$ cat config.mk
export PLATFORM = sky130hd
export DESIGN_NAME = dio_event_ctrl
export DESIGN_NICKNAME = d
export VERILOG_FILES = /design/src/hw/dio_event_ctrl.v
export VERILOG_INCLUDE_DIRS = /design/src /design/src/hw
export SDC_FILE = /design/constraint.sdc
export NUM_CORES = 1
export LEC_CHECK = 0
export BUFFER_PORTS_ARGS = -buffer_cell sky130_fd_sc_hd__buf_2
export CORE_ASPECT_RATIO = 1.4
export CORE_UTILIZATION = 35
export DETAILED_ROUTE_END_ITERATION = 12
export PLACE_DENSITY_LB_ADDON = 0.3
export SLEW_MARGIN = 20
export SYNTH_ARGS = -nofsm -noshare
export SYNTH_HDL_FRONTEND = slang
export SYNTH_SLANG_ARGS = --single-unit
export TNS_END_PERCENT = 30
$ cat constraint.sdc
create_clock -name ref_clk -period 45.2 [get_ports ref_clk]
set_input_delay 4.52 -clock ref_clk [delete_from_list [all_inputs] [get_ports ref_clk]]
set_output_delay 4.52 -clock ref_clk [all_outputs]
set_load 0.01 [all_outputs]
$ cat src/hw/dio_consts.vh
// Constants of the digital I/O mode, event and register control block.
`ifndef DIO_CONSTS_VH
`define DIO_CONSTS_VH

// Byte addresses on the register bus (low ten address bits).
`define ADDR_INT_REG 10'h000
`define ADDR_PORT_BASE 10'h200
`define ADDR_IRQ_EN 10'h23c
`define PORT_REGION 5'h10

// Port indices inside a bank.
`define PORT_MASK 3'h6
`define PORT_POL_LO 3'h6
`define PORT_SEL 3'h7
`define PORT_DEB_EN 3'h0
`define PORT_DUR_LO 3'h1
`define PORT_DUR_HI 3'h2
`define PORT_CLK_SEL 3'h3

// Bank codes held in bits 7 and 6 of the bank register.
`define BANK_IO 2'h0
`define BANK_EVENT 2'h1
`define BANK_DEB 2'h2

// Unlock sequence written to port 7.
`define UNLOCK_B0 8'h07
`define UNLOCK_B1 8'h0d
`define UNLOCK_B2 8'h06
`define UNLOCK_B3 8'h12

// Bit positions in the interrupt enable and soft reset register.
`define IRQ_EN_BIT 0
`define SOFT_RST_BIT 1
`define IRQ_EN_UNUSED 6'h3f

// Reset values.
`define RST_OUT 1'b0
`define RST_MASK 1'b0
`define RST_POL 1'b0
`define RST_BANK 2'h0
`define RST_LEVEL 1'b1

// Clock rate and debounce tick periods; a line must hold for four ticks.
`define CLK_MHZ 10
`define DEB_T0_NS 1000
`define DEB_T1_NS 16000
`define DEB_T2_NS 250000
`define DEB_T3_NS 2000000
`define DEB_CYC0 (`DEB_T0_NS * `CLK_MHZ / 1000)
`define DEB_CYC1 (`DEB_T1_NS * `CLK_MHZ / 1000)
`define DEB_CYC2 (`DEB_T2_NS * `CLK_MHZ / 1000)
`define DEB_CYC3 (`DEB_T3_NS * `CLK_MHZ / 1000)

`endif

$ cat src/hw/dio_event_ctrl.v
// Digital I/O ports, enhanced mode unlock, bank select, event sensing and interrupt request.
// Behaviour
// RULE_01: Bank bits 7:6 pick register group.
// RULE_02: Software never writes bank code 11.
// RULE_03: Enable bit 0 gates interrupt line drive.
// RULE_04: Enable resets on system reset only.
// RULE_05: Interrupt register bit 0 also required.
// RULE_06: Bit 1 write triggers soft reset, reads 0.
// RULE_07: Soft reset clears field logic only.
// RULE_08: Software keeps bit 0 during soft reset.
// RULE_09: Reset releases outputs, returns standard mode.
// RULE_10: Reset clears the port write mask.
// RULE_11: Reset clears, disables events, falling polarity.
// RULE_12: Six eight-line ports, eight ports per bank.
// RULE_13: Port reads return inverted pin level.
// RULE_14: Written bits latch, drive lines open-drain inverted.
// RULE_15: Masked ports block writes; outputs read back.
// RULE_16: Four-byte port 7 unlock enters enhanced mode; code ignores it while enable bit 0 is set.
// RULE_17: Software unlocks right after reset.
// RULE_18: Event sensing per line, enhanced mode only.
// RULE_19: Polarity per nibble, enable per channel.
// RULE_20: Software sets polarity before enabling events.
// RULE_21: Optional debounce filter in enhanced mode.
// RULE_22: Polarity 0 falling, 1 rising.
// RULE_23: Writing 0 clears flag; 1 re-arms.
// RULE_24: Request holds until flag cleared.
// RULE_25: Bank register reads code, low bits zero.
//
// Added by the designer: the AHB-Lite register port.
`timescale 1ns/10ps
`include "dio_consts.vh"

module dio_event_ctrl #(
	parameter NUM_PORTS = 6,
	parameter DEB_CYC0 = `DEB_CYC0,
	parameter DEB_CYC1 = `DEB_CYC1,
	parameter DEB_CYC2 = `DEB_CYC2,
	parameter DEB_CYC3 = `DEB_CYC3
) (
	// Clock and reset.
	input wire ref_clk,
	input wire rst_n,
	// AHB-Lite slave.
	input wire hsel,
	input wire [31:0] haddr,
	input wire [1:0] htrans,
	input wire hwrite,
	input wire [2:0] hsize,
	input wire [31:0] hwdata,
	input wire hready,
	output wire hreadyout,
	output reg [31:0] hrdata,
	output wire hresp,
	// Field I/O lines, open-drain.
	input wire [NUM_PORTS*8-1:0] io_in,
	output wire [NUM_PORTS*8-1:0] io_out,
	output wire [NUM_PORTS*8-1:0] io_oe,
	// Interrupt request line, open-drain, active low.
	output wire irq_out_n,
	output reg irq_oe
);

localparam NL = NUM_PORTS * 8;
localparam [1:0] UNL_IDLE = 2'h0;
localparam [1:0] UNL_GOT1 = 2'h1;
localparam [1:0] UNL_GOT2 = 2'h2;
localparam [1:0] UNL_GOT3 = 2'h3;

////////////////////////////////////////////////////////////////////////////////
// Reset synchroniser.
reg rst_s1;
reg sys_rst_n;
always @(posedge ref_clk or negedge rst_n) begin
	if (!rst_n) begin
		rst_s1 <= 1'b0;
		sys_rst_n <= 1'b0;
	end else begin
		rst_s1 <= 1'b1;
		sys_rst_n <= rst_s1;
	end
end

////////////////////////////////////////////////////////////////////////////////
// Bus address and data phase.
reg dp_valid;
reg dp_write;
reg [9:0] dp_addr;
wire ap_valid = hsel & htrans[1] & hready;
wire [9:0] ap_addr = haddr[9:0];
wire ap_port_hit = (ap_addr[9:5] == `PORT_REGION);
wire [2:0] ap_port = ap_addr[4:2];
wire dp_port_hit = (dp_addr[9:5] == `PORT_REGION);
wire [2:0] dp_port = dp_addr[4:2];
wire [7:0] wd = hwdata[7:0];
wire dp_wr = dp_valid & dp_write;

assign hreadyout = 1'b1;
assign hresp = 1'b0;

always @(posedge ref_clk or negedge sys_rst_n) begin
	if (!sys_rst_n) begin
		dp_valid <= 1'b0;
		dp_write <= 1'b0;
		dp_addr <= 10'h000;
	end else begin
		dp_valid <= ap_valid;
		dp_write <= hwrite;
		dp_addr <= ap_addr;
	end
end

////////////////////////////////////////////////////////////////////////////////
// Registers outside the field logic.
reg irq_en;
reg int_reg;
reg soft_rst;
always @(posedge ref_clk or negedge sys_rst_n) begin
	if (!sys_rst_n) begin
		irq_en <= 1'b0;
		int_reg <= 1'b0;
		soft_rst <= 1'b0;
	end else begin
		// RULE_06 soft reset pulse
		soft_rst <= dp_wr & (dp_addr == `ADDR_IRQ_EN) & wd[`SOFT_RST_BIT];
		// RULE_04 kept over soft reset
		if (dp_wr && dp_addr == `ADDR_IRQ_EN)
			irq_en <= wd[`IRQ_EN_BIT];
		if (dp_wr && dp_addr == `ADDR_INT_REG)
			int_reg <= wd[0];
	end
end

////////////////////////////////////////////////////////////////////////////////
// Mode, unlock and configuration registers of the field logic.
reg enh;
reg [1:0] unl_state;
reg [1:0] bank;
reg [NUM_PORTS-1:0] mask;
reg [NUM_PORTS*2-1:0] pol;
reg [NUM_PORTS-1:0] deb_en;
reg [NUM_PORTS*2-1:0] dur;
reg clk_sel;
wire [NL-1:0] out_latch;
reg [1:0] next_unl;
reg [7:0] unl_expect;

always @* begin
	case (unl_state)
		UNL_IDLE: unl_expect = `UNLOCK_B0;
		UNL_GOT1: unl_expect = `UNLOCK_B1;
		UNL_GOT2: unl_expect = `UNLOCK_B2;
		UNL_GOT3: unl_expect = `UNLOCK_B3;
		default: unl_expect = `UNLOCK_B0;
	endcase
end

wire std_sel_wr = dp_wr & dp_port_hit & (dp_port == `PORT_SEL) & ~enh;
// RULE_16 other port access breaks the sequence
wire unl_break = ap_valid & ap_port_hit & ~(hwrite & ap_port == `PORT_SEL);

always @* begin
	next_unl = unl_state;
	if (unl_break) begin
		next_unl = UNL_IDLE;
	end else if (std_sel_wr) begin
		if (wd == unl_expect && !irq_en)
			next_unl = unl_state + 2'h1;
		else if (wd == `UNLOCK_B0 && !irq_en)
			next_unl = UNL_GOT1;
		else
			next_unl = UNL_IDLE;
	end
end

wire bank_wr = dp_wr & dp_port_hit & enh & (dp_port == `PORT_SEL);
wire io_bank = ~enh | (bank == `BANK_IO);
wire ev_bank = enh & (bank == `BANK_EVENT);
wire deb_bank = enh & (bank == `BANK_DEB);

always @(posedge ref_clk or negedge sys_rst_n) begin
	if (!sys_rst_n) begin
		enh <= 1'b0;
		unl_state <= UNL_IDLE;
		bank <= `RST_BANK;
		mask <= {NUM_PORTS{`RST_MASK}};
		pol <= {(NUM_PORTS*2){`RST_POL}};
		deb_en <= {NUM_PORTS{1'b0}};
		dur <= {(NUM_PORTS*2){1'b0}};
		clk_sel <= 1'b0;
	end else if (soft_rst) begin
		// RULE_07 field logic only
		// RULE_09 back to standard mode
		enh <= 1'b0;
		unl_state <= UNL_IDLE;
		bank <= `RST_BANK;
		// RULE_10 mask cleared
		mask <= {NUM_PORTS{`RST_MASK}};
		// RULE_11 falling polarity restored
		pol <= {(NUM_PORTS*2){`RST_POL}};
		deb_en <= {NUM_PORTS{1'b0}};
		dur <= {(NUM_PORTS*2){1'b0}};
		clk_sel <= 1'b0;
	end else begin
		// RULE_16 unlock sequence tracker
		unl_state <= next_unl;
		if (std_sel_wr && !unl_break && unl_state == UNL_GOT3 && wd == `UNLOCK_B3 && !irq_en)
			enh <= 1'b1;
		// RULE_01 bank code store
		if (bank_wr)
			bank <= wd[7:6];
		// RULE_15 write mask register
		if (dp_wr && dp_port_hit && io_bank && dp_port == `PORT_MASK)
			mask <= wd[NUM_PORTS-1:0];
		// RULE_19 nibble polarity writes
		if (dp_wr && dp_port_hit && ev_bank && dp_port == `PORT_POL_LO)
			pol[7:0] <= wd;
		if (bank_wr && bank == `BANK_EVENT)
			pol[NUM_PORTS*2-1:8] <= wd[NUM_PORTS*2-9:0];
		if (dp_wr && dp_port_hit && deb_bank) begin
			if (dp_port == `PORT_DEB_EN)
				deb_en <= wd[NUM_PORTS-1:0];
			if (dp_port == `PORT_DUR_LO)
				dur[7:0] <= wd;
			if (dp_port == `PORT_DUR_HI)
				dur[NUM_PORTS*2-1:8] <= wd[NUM_PORTS*2-9:0];
			if (dp_port == `PORT_CLK_SEL)
				clk_sel <= wd[0];
		end
	end
end

////////////////////////////////////////////////////////////////////////////////
// Debounce tick generators, one per duration code.
wire [3:0] tick;
genvar k;
generate
	for (k = 0; k < 4; k = k + 1) begin : g_tick
		localparam integer LIM = (k == 0) ? DEB_CYC0 : (k == 1) ? DEB_CYC1 :
			(k == 2) ? DEB_CYC2 : DEB_CYC3;
		reg [23:0] cnt;
		assign tick[k] = (cnt == LIM[23:0] - 24'h000001);
		always @(posedge ref_clk or negedge sys_rst_n) begin
			if (!sys_rst_n)
				cnt <= 24'h000000;
			else if (tick[k])
				cnt <= 24'h000000;
			else
				cnt <= cnt + 24'h000001;
		end
	end
endgenerate

////////////////////////////////////////////////////////////////////////////////
// Per line: synchroniser, debounce, output latch and event flag.
reg [NL-1:0] io_s1;
reg [NL-1:0] io_s2;
always @(posedge ref_clk or negedge sys_rst_n) begin
	if (!sys_rst_n) begin
		io_s1 <= {NL{`RST_LEVEL}};
		io_s2 <= {NL{`RST_LEVEL}};
	end else begin
		io_s1 <= io_in;
		io_s2 <= io_s1;
	end
end

wire [NL-1:0] level;
wire [NL-1:0] flag;
wire io_wr = dp_wr & dp_port_hit & io_bank;
wire ev_wr = dp_wr & dp_port_hit & ev_bank;

genvar i;
generate
	for (i = 0; i < NL; i = i + 1) begin : g_line
		localparam integer P = i / 8;
		localparam integer B = i % 8;
		localparam integer N = i / 4;
		reg filt;
		reg prev;
		reg [1:0] cnt;
		reg en;
		reg flg;
		reg olat;
		wire [1:0] code = dur[2*P+1:2*P];
		// RULE_22 polarity selects edge
		wire hit = pol[N] ? (~prev & filt) : (prev & ~filt);
		assign level[i] = filt;
		assign flag[i] = flg;
		assign out_latch[i] = olat;
		always @(posedge ref_clk or negedge sys_rst_n) begin
			if (!sys_rst_n) begin
				filt <= `RST_LEVEL;
				prev <= `RST_LEVEL;
				cnt <= 2'h0;
				olat <= `RST_OUT;
				en <= 1'b0;
				flg <= 1'b0;
			end else if (soft_rst) begin
				// RULE_09 outputs released high
				olat <= `RST_OUT;
				// RULE_11 events cleared and disabled
				en <= 1'b0;
				flg <= 1'b0;
				cnt <= 2'h0;
				filt <= io_s2[i];
				prev <= io_s2[i];
			end else begin
				prev <= filt;
				// RULE_21 debounce filter
				if (!(enh && deb_en[P])) begin
					filt <= io_s2[i];
					cnt <= 2'h0;
				end else if (io_s2[i] == filt) begin
					cnt <= 2'h0;
				end else if (tick[code]) begin
					if (cnt == 2'h3) begin
						filt <= io_s2[i];
						cnt <= 2'h0;
					end else begin
						cnt <= cnt + 2'h1;
					end
				end
				// RULE_14 output latch write
				// RULE_15 masked port ignores writes
				if (io_wr && dp_port == P[2:0] && !mask[P])
					olat <= wd[B];
				// RULE_23 clear and re-arm
				if (ev_wr && dp_port == P[2:0]) begin
					en <= wd[B];
					flg <= wd[B] & (flg | (en & hit));
				// RULE_18 sense in enhanced mode only
				end else if (enh && en && hit) begin
					flg <= 1'b1;
				end
			end
		end
	end
endgenerate

// RULE_14 open-drain drive of inverted latch
assign io_out = {NL{1'b0}};
assign io_oe = out_latch;
assign irq_out_n = 1'b0;

////////////////////////////////////////////////////////////////////////////////
// Interrupt request and read data.
always @(posedge ref_clk or negedge sys_rst_n) begin
	if (!sys_rst_n)
		irq_oe <= 1'b0;
	else
		// RULE_03 RULE_05 RULE_24 request while any flag stands
		irq_oe <= irq_en & int_reg & (|flag);
end

reg [7:0] rd_val;
always @* begin
	rd_val = 8'h00;
	if (ap_addr == `ADDR_INT_REG) begin
		rd_val = {7'h00, int_reg};
	end else if (ap_addr == `ADDR_IRQ_EN) begin
		// RULE_06 trigger bit reads zero
		rd_val = {`IRQ_EN_UNUSED, 1'b0, irq_en};
	end else if (ap_port_hit) begin
		if (enh && ap_port == `PORT_SEL) begin
			// RULE_25 bank code readback
			rd_val = {bank, 6'h00};
		end else if (io_bank) begin
			// RULE_12 six byte ports
			// RULE_13 inverted pin level
			if (ap_port < NUM_PORTS)
				rd_val = ~level[ap_port*8 +: 8];
			else if (ap_port == `PORT_MASK)
				rd_val = {{(8-NUM_PORTS){1'b0}}, mask};
		end else if (ev_bank) begin
			if (ap_port < NUM_PORTS)
				rd_val = flag[ap_port*8 +: 8];
			else if (ap_port == `PORT_POL_LO)
				rd_val = pol[7:0];
		end else if (deb_bank) begin
			case (ap_port)
				`PORT_DEB_EN: rd_val = {{(8-NUM_PORTS){1'b0}}, deb_en};
				`PORT_DUR_LO: rd_val = dur[7:0];
				`PORT_DUR_HI: rd_val = {{(16-NUM_PORTS*2){1'b0}}, dur[NUM_PORTS*2-1:8]};
				`PORT_CLK_SEL: rd_val = {7'h00, clk_sel};
				default: rd_val = 8'h00;
			endcase
		end
	end
end

always @(posedge ref_clk or negedge sys_rst_n) begin
	if (!sys_rst_n)
		hrdata <= 32'h00000000;
	else if (ap_valid && !hwrite)
		hrdata <= {24'h000000, rd_val};
end

endmodule

* Yosys cells after proc, flatten, opt, wreduce, memory -nomap -nowiden
Index checks and enable logic that the tools add are counted.
** Storage, ports and cells
- Register bits :: 596
- Bits in latches :: 0
- Bits in writable memories :: 0
- Bits in read-only memories :: 0
- Output and inout bits :: 132
- Memories kept :: 0
** Cells by class
- Add/sub/neg operators :: 53
- Multipliers :: 0
- Div/mod/pow operators :: 0
- Order comparisons :: 7
- Equal/unequal tests :: 274
- Shifts and indexed selects :: 2
- Mux-type cells :: 965
- Bitwise logic cells :: 359
- Reductions and logical operators :: 276
** Operator list (count)
- 2-to-1 mux 1 bit :: 684
- 2-to-1 mux 2 bit :: 246
- bitwise AND 1 bit :: 211
- != test 4 x 2 -> 1 bit (second input constant) :: 40
- != test 3 bit (second input constant) :: 53
- != test 3 x 2 -> 1 bit (second input constant) :: 49
- nonzero test 3 bit :: 49
- AND reduction 3 bit :: 48
- logical AND 1 bit :: 137
- == test 2 bit (second input constant) :: 51
- adder 2 x 1 -> 2 bit (second input constant) :: 49
- NOT 1 bit :: 98
- adder 24 x 1 -> 24 bit (second input constant) :: 4
- 2-to-1 mux 24 bit :: 4
- 2-to-1 mux 8 bit :: 12
- variable part select 48 x 7 -> 8 bit :: 2
- one-hot mux 8 bit (4 select lines) :: 2
- OR 1 bit :: 49
- == test 1 bit :: 48
- OR reduction 48 bit :: 1
- nonzero test 2 bit :: 22
- 2-to-1 mux 12 bit :: 3
- 2-to-1 mux 6 bit :: 6
- == test 24 x 12 -> 1 bit (second input constant) :: 1
- other kinds (24) :: 67

* Depth between registers and ports, before layout
Gate-level depths: netlist of run 1.
- Depth after elaboration :: 11
- Gate-level depth with buffers :: 9
- Mapped depth without buffers :: 7

* Least setup slack after synthesis of run 1
Ideal clock, no wire load.
- Kind :: input port to flip-flop
- From :: in haddr[2]
- To :: reg hrdata[2]
- Arrival time :: 6341 ps
- Required time :: 45058 ps
- Slack :: 38717 ps
- Stages :: 6
- Path buffers :: 2
- Cells stage by stage :: clkbuf_1 buf_1 mux4_2 a22oi_1 o22a_1 o2111ai_1
** On the way
- Word-level cells in the longest chain between the ends :: 9
- Elaborated cells on any way between the ends :: 25
- Those cells by class :: order compare (1); eq/ne (6); shift (2); mux (12); bitwise (1); reduce/logical (3)
** RTL lines
- from (decl) :: line dio_event_ctrl.v:45 : input wire [31:0] haddr,
- branches (longest 8 deep; another with variable part select 48 x 7 -> 8 bit)
- 2-to-1 mux 8 bit (*) :: line dio_event_ctrl.v:358 : if (ap_addr == `ADDR_INT_REG) begin
- to (signal assigned) :: line dio_event_ctrl.v:395 : hrdata <= {24'h000000, rd_val};
- to (decl) :: line dio_event_ctrl.v:52 : output reg [31:0] hrdata,
Mark *: on every way between the ends.
A chain may end at the register's enable or synchronous reset.

* Worst setup path in the final report of run 1
- From :: in haddr[2]
- To :: reg hrdata[7]
The elaborated chain is that of the path after synthesis.

==> results.md, run 1 <==
* Result of the run: finished, final reports clean
* Top-area cell type share of the netlist area at 35.3%
* Number of standard cells after synthesis at 2757
* TritonCTS clock tree: built
* Hold buffers post-CTS at 0
* Top flop regs: g_line.cnt: 96 flops, g_tick.cnt: 96 flops
* # port buffers at 128
* RR Endpoint: g_line[4].filt
* Die width at 244 µm
* Count of boundary I/O pins at 254
* Final setup viols at 0
* Number of buffers inserted to repair setup after CTS at 0
* Post-synthesis register bit count at 596
* Final critical delay including setup and external delays at 6.29 ns
* Total inserted antenna cells at 0
* Flip-flop cell with the highest count after synthesis: sky130_fd_sc_hd__dfrtp_1
* Number of core rows at about 120
* Critical path class: primary input to flip-flop
* Antenna violation net count after detailed routing at 0
* Initial antenna violation count at 2
* Detailed Route WL at 76400 µm
* Synth Area in Adders at 2.49%
* Post-synthesis sequential area ratio at 53.0%
* Cell types with the largest area share after synthesis: sky130_fd_sc_hd__dfrtp_1 35%, sky130_fd_sc_hd__dfstp_2 18%, sky130_fd_sc_hd__nand2_1 4.2%
* Fraction of final layout cells sized beyond drive strength 1 at about a fifth
* Number of DRC violations after detailed routing at 0
* Number of global-route vias before repair at between 20000 and 25000
* Post-detailed-route wirelength per cell at 19.7 µm
* Max frequency at 0.159 GHz
* Share of async-settable or async-resettable flops after synthesis at 100%
* Count of routing violations after the opening detailed-route iteration at 1485
* Share of synthesized cell area in and, or, nand and nor gates at between 10% and 20%
* Largest area contributor in the synthesized netlist: sky130_fd_sc_hd__dfrtp_1
* Capturing element type of the critical path: flip-flop
* Via count normalized by instance count at 5.29
* H-tree levels at 2
* Maximum number of pins on one net before global-route repair at 178
* Top-count cell post-synth: sky130_fd_sc_hd__dfrtp_1
* Compound-gate portion of the synthesized area at between 10% and 20%
* Slew Limit Headroom at 25.6%
* TritonCTS Buffers at 57
* Path category of the worst min-delay check: flip-flop to asynchronous set/reset pin
* Startpoint of the most critical register-to-register path: g_tick[3].cnt[7]
* Die Height at approximately 340 µm
* Required time worst endpoint at 45.67 ns
* Core region area at approximately 0.08 mm²
* Max Root-Sink Buffers at 3
* Yosys warns at 0
* Last weighted congestion value of the routability-driven placer at 0.933
* Overall track demand over capacity in global routing at roughly 18%
* Pre-CTS WS at about 38 ns
* Xor and xnor area share after synthesis at 4.25%
* Largest vdd supply drop at between 0.00002 and 0.00003 V
* Signal arrival time at the worst endpoint at 6.76 ns
* Total number of vias at 20500
* Cell area reported after detailed placement at roughly 0.03 mm²
* Area used by multi-input combinational logic at about 0.012 mm²
* Top cells by count, synth: 404 x sky130_fd_sc_hd__dfrtp_1, 318 x sky130_fd_sc_hd__nand2_1, 224 x sky130_fd_sc_hd__nor2_1
* Max-slew violations at 0
* Register area at between 0.015 and 0.02 mm²
* Number of standard cells in the layout, taps in and fillers out at between 3000 and 4000
* Floorplan die area at 0.0829 mm²
* Area overhead of the layout relative to synthesis at 10.4%
* Total design power at between 0.001 and 0.0015 W
* Unrepaired setup endpoints after global routing: no
* Initial core utilization at 35.5%
* Count of flip-flops with a built-in enable after synthesis at 0
* Skew final at ~0.027 ns
* Static leakage at roughly 13 nW
* Register-to-register setup slack at ~42 ns
* Setup Total Neg Slack at 0 ns
* Fill cell count at 7966
* Clock edge transition at the registers on the reported setup and hold paths at 0.07 ns
* Net count, final at 2940
* Category of the worst setup path launch point: primary input
* Max-Cap Viols at 0
* Worst-path maximum fanout at 45
* Buffer cell driving the clock tree root: sky130_fd_sc_hd__clkbuf_16
* Combinational family with the most area after synthesis: simple AND/OR/NAND/NOR gates
* Pre-antenna DRT Iters at 6
* Post-route clock period utilization at 13.9%
* Number of cells in the design after placement at 3764
* Count of cell types in the netlist at 64
* Post-Layout Inst Area at 0.0316 mm²
* Skew-Pair Late Insertion Delay at 0.63 ns
* Number of gates given a new drive strength after cts at 0
* Total clock sinks at 596
* Count of cells along the worst register-to-register path at 5
* Post-synthesis cell area at 0.0286 mm²
* Least-Margin Pin Slew at 1.11 ns
* Wire length of the first global-routing pass at between 100000 and 150000 µm
* Final global-route overflow total at 0
* Final critical-path setup slack at slightly below 40 ns
* Multiplexer area fraction after synthesis at between 7 and 8%
* Mean post-synth cell area at 10.4 µm²
* Half-perimeter wire length of the detailed placement result at 52200 µm
* Final hold violation count at 0
* Power per standard cell area at 36.3 mW/mm²
==> cells in the final DEF, fill, tap and decap left out, drive strengths merged, types with 27 or more instances in the layout <==
master  instances
dfrtp         404
nand2         318
nor2          224
dfstp         192
a21oi         178
o21ai         176
buf           155
nand3         100
mux2           97
a31oi          94
xor2           81
mux2i          77
conb           76
clkbuf         71
nor3           68
xnor2          58
or4            58
ha             57
nand4          34
nor4           29
and3           27
==> cell type report <==
cell class / instances / area share, %
clock inverter: 34 / 1.51
tap: 1062 / 4.21
timing repair buffer: 155 / 2.75
clock buffer: 71 / 4.97
sequential: 596 / 48.0
multi-input combinational: 1937 / 38.4
inverter: 14 / 0.166
==> cells by family after synthesis <==
| family | count (synthesis) |
|---|---|
| DFF | 596 |
| buffers and inverters | 298 |
| xor gates and xnor gates | 139 |
| and+or+nand+nor | 950 |
| other | 2 |
| muxes | 191 |
| AOI/OAI and AO/OA | 524 |
| adders and majority gates | 57 |
==> power breakdown <==
part | internal, W | switching (W) | total (W)
combinational | 0.0000189 | 0.0000350 | 0.0000539
clock | 0.000305 | 0.000215 | 0.000521
sequential | 0.000555 | 0.0000176 | 0.000573
total | 0.000879 | 0.000268 | 0.00115
==> critical path: stages <==
cell and delay [ns]:
sky130_fd_sc_hd__buf_2 0.08, sky130_fd_sc_hd__buf_4 0.50, sky130_fd_sc_hd__mux4_2 0.57, sky130_fd_sc_hd__nor2_1 0.14
sky130_fd_sc_hd__a211oi_1 0.10, sky130_fd_sc_hd__a2111oi_0 0.68, sky130_fd_sc_hd__o211ai_1 0.16
==> routing by layer <==
layer,GRT usage [%],up-vias,wire [µm]
met2,32.2,570,38500
li1,-,9588,-
met4,8.63,2,3680
met1,22.7,10100,31000
met5,0,-,17
met3,2.07,151,3240
==> worst max-delay path by stage <==
stage               from   endpoint  slack [ns]  cells past startpoint
5_1_grt         haddr[2]  hrdata[7]       38.75                      7
2_1_floorplan  sys_rst_n    bank[0]       27.69                      0
4_1_cts         haddr[2]  hrdata[7]       38.95                      7
6_report        haddr[2]  hrdata[7]       38.91                      7
3_3_place_gp    haddr[2]  hrdata[7]       38.30                      7
3_5_place_dp    haddr[2]  hrdata[7]       38.29                      7
==> metrics by stage <==
stage	hold slack [ns]	utilization, %
after floorplan	0.331	-
after global placement	0.335	36.6
after detailed placement	0.347	36.6
after CTS	0.348	39.2
after global routing	0.351	39.2
final	0.333	39.2
No activity file was read; power rests on OpenSTA's default activity.
==> run 2: changes to the inputs <==
==> constraint.sdc (replaced) <==
create_clock -name ref_clk -period 5.4 [get_ports ref_clk]
set_input_delay 0.54 -clock ref_clk [delete_from_list [all_inputs] [get_ports ref_clk]]
set_output_delay 0.54 -clock ref_clk [all_outputs]
set_load 0.01 [all_outputs]
==> results.md, run 2 (synthesis gave the netlist of run 1 again) <==
* Max frequency at ~0.28 GHz
* Floorplan die area at 0.0829 mm²
* Critical path class: flip-flop to flip-flop
* Skew-Pair Late Insertion Delay at 0.63 ns
* Hold buffers post-CTS at 47
* Area overhead of the layout relative to synthesis at 11.6%
* Slew Limit Headroom at 22.2%
* Total design power at 0.00939 W
* Largest vdd supply drop at 0.000222 V
* Final global-route overflow total at 0
* H-tree levels at 2
* TritonCTS Buffers at 57
* Wire length of the first global-routing pass at about 120000 µm
* Crit path to: g_line[9].filt
* Startpoint of the most critical register-to-register path: g_tick[1].cnt[16]
* Final hold violation count at 0
* Final critical delay including setup and external delays at 3.54 ns
* Unrepaired setup endpoints after global routing: no
* Number of DRC violations after detailed routing at 0
* Power per standard cell area at around 290 mW/mm²
* Number of buffers inserted to repair setup after CTS at 0
* Fraction of final layout cells sized beyond drive strength 1 at slightly above 20%
* Overall track demand over capacity in global routing at 18.4%
* Count of boundary I/O pins at 254
* Number of gates given a new drive strength after cts at 0
* Skew final at 0.0168 ns
* Post-route clock period utilization at 65.6%
* # port buffers at 128
* Number of global-route vias before repair at 19900
* Category of the worst setup path launch point: flip-flop
* Least-Margin Pin Slew at 1.17 ns
* Top flop regs: g_line.cnt: 96 flops, g_tick.cnt: 96 flops
* Static leakage at 13.5 nW
* Number of cells in the design after placement at 3759
* Signal arrival time at the worst endpoint at ~4.1 ns
* TritonCTS clock tree: built
* Number of core rows at approximately 120
* Core region area at between 0.08 and 0.09 mm²
* Pre-CTS WS at 1.78 ns
* Max-Cap Viols at 0
* Max Root-Sink Buffers at 3
* Worst-path maximum fanout at 16
* Detailed Route WL at 76800 µm
* Initial core utilization at 35.5%
* Final critical-path setup slack at 1.86 ns
* Clock edge transition at the registers on the reported setup and hold paths at 0.06 ns
* Via count normalized by instance count at 5.27
* Final setup viols at 0
* Post-detailed-route wirelength per cell at 19.6 µm
* Capturing element type of the critical path: flip-flop
* Total clock sinks at around 600
* Die Height at roughly 340 µm
* Die width at 244 µm
* Count of routing violations after the opening detailed-route iteration at 1467
* Most common cell after layout, fill and taps aside: sky130_fd_sc_hd__dfrtp_1
* Pre-antenna DRT Iters at 5
* Path category of the worst min-delay check: primary input to flip-flop
* RR Endpoint: g_line[9].filt
* Result of the run: finished, final reports clean
* Initial antenna violation count at 4
* Max-slew violations at 0
* Number of standard cells in the layout, taps in and fillers out at between 3000 and 4000
* Buffer cell driving the clock tree root: sky130_fd_sc_hd__clkbuf_16
* Antenna violation net count after detailed routing at 0
* Required time worst endpoint at 5.96 ns
* Fill cell count at about 7900
* Critical Path Source: g_tick[1].cnt[16]
* Register-to-register setup slack at 1.86 ns
* Total number of vias at 20600
* Highest-count cells in the layout ignoring fill and taps: 402 x sky130_fd_sc_hd__dfrtp_1, 318 x sky130_fd_sc_hd__nand2_1, 224 x sky130_fd_sc_hd__nor2_1
* Maximum number of pins on one net before global-route repair at 190
* Last weighted congestion value of the routability-driven placer at 0.903
* Half-perimeter wire length of the detailed placement result at 52200 µm
* Net count, final at ~3000
* Count of cells along the worst register-to-register path at 5
[run 2: cell count changes in the layout (fill, tap and decap cells not counted), sizes merged]
cell         change
buf              -4
bufinv           -6
clkbuf          +19
clkinv           -7
clkinvlp         -4
diode            +4
dlygate4sd3     +47
inv              -1
[run 2: power by group]
group	internal [W]	switching [W]	total, W	leakage (nW)
clock	0.00236	0.00175	0.00412	0.929
combinational	0.000183	0.000298	0.000481	5.63
sequential	0.00465	0.000146	0.00479	6.99
[run 2: critical path: stages, from the launching register on]
cell                       delay, ns
sky130_fd_sc_hd__dfrtp_1        0.43
sky130_fd_sc_hd__nor4_1         0.55
sky130_fd_sc_hd__nand3_1        0.76
sky130_fd_sc_hd__o221ai_2       1.16
sky130_fd_sc_hd__a31oi_1        0.20
sky130_fd_sc_hd__mux2_1         0.35
[run 2: layer usage]
layer  up-vias  track usage [%]  wire, µm
met5         -                0         8
met2       558             31.0     37700
li1       9661                -         -
met1     10200             22.7     31700
met3       172             2.41      3170
met4         2             10.0      4210
[run 2: per-stage QoR]
stage	hold slack [ns]	TNS (ns)	util, %	cell area, µm²
floorplan	0.244	-110.70	-	28900
CTS	0.00108	0	39.5	31900
detailed placement	0.329	0	36.6	29500
finish	0.0404	0	39.6	31900
global route	0.00959	0	39.6	31900
global placement	0.327	0	36.6	29500
[run 2: cell type report]
class / count / area, µm² / share of cell area [%]
multi-input combinational: 1937 / 12100 / 38.0
tap: 1062 / 1330 / 4.16
sequential: 596 / 15200 / 47.5
clock buffer: 90 / 1710 / 5.37
antenna: 4 / 10.0 / 0.0314
inverter: 14 / 52.6 / 0.165
clock inverter: 16 / 193 / 0.604
timing repair buffer: 198 / 1340 / 4.20
[run 2: how the worst min path moves through the flow]
stage                    from         end  depth (start not counted)
detailed placement      rst_n      rst_s1                          1
global route        io_in[20]   io_s1[20]                          1
finish               haddr[0]  dp_addr[0]                          1
CTS                 io_in[20]   io_s1[20]                          1
global placement        rst_n      rst_s1                          1
floorplan               rst_n      rst_s1                          0
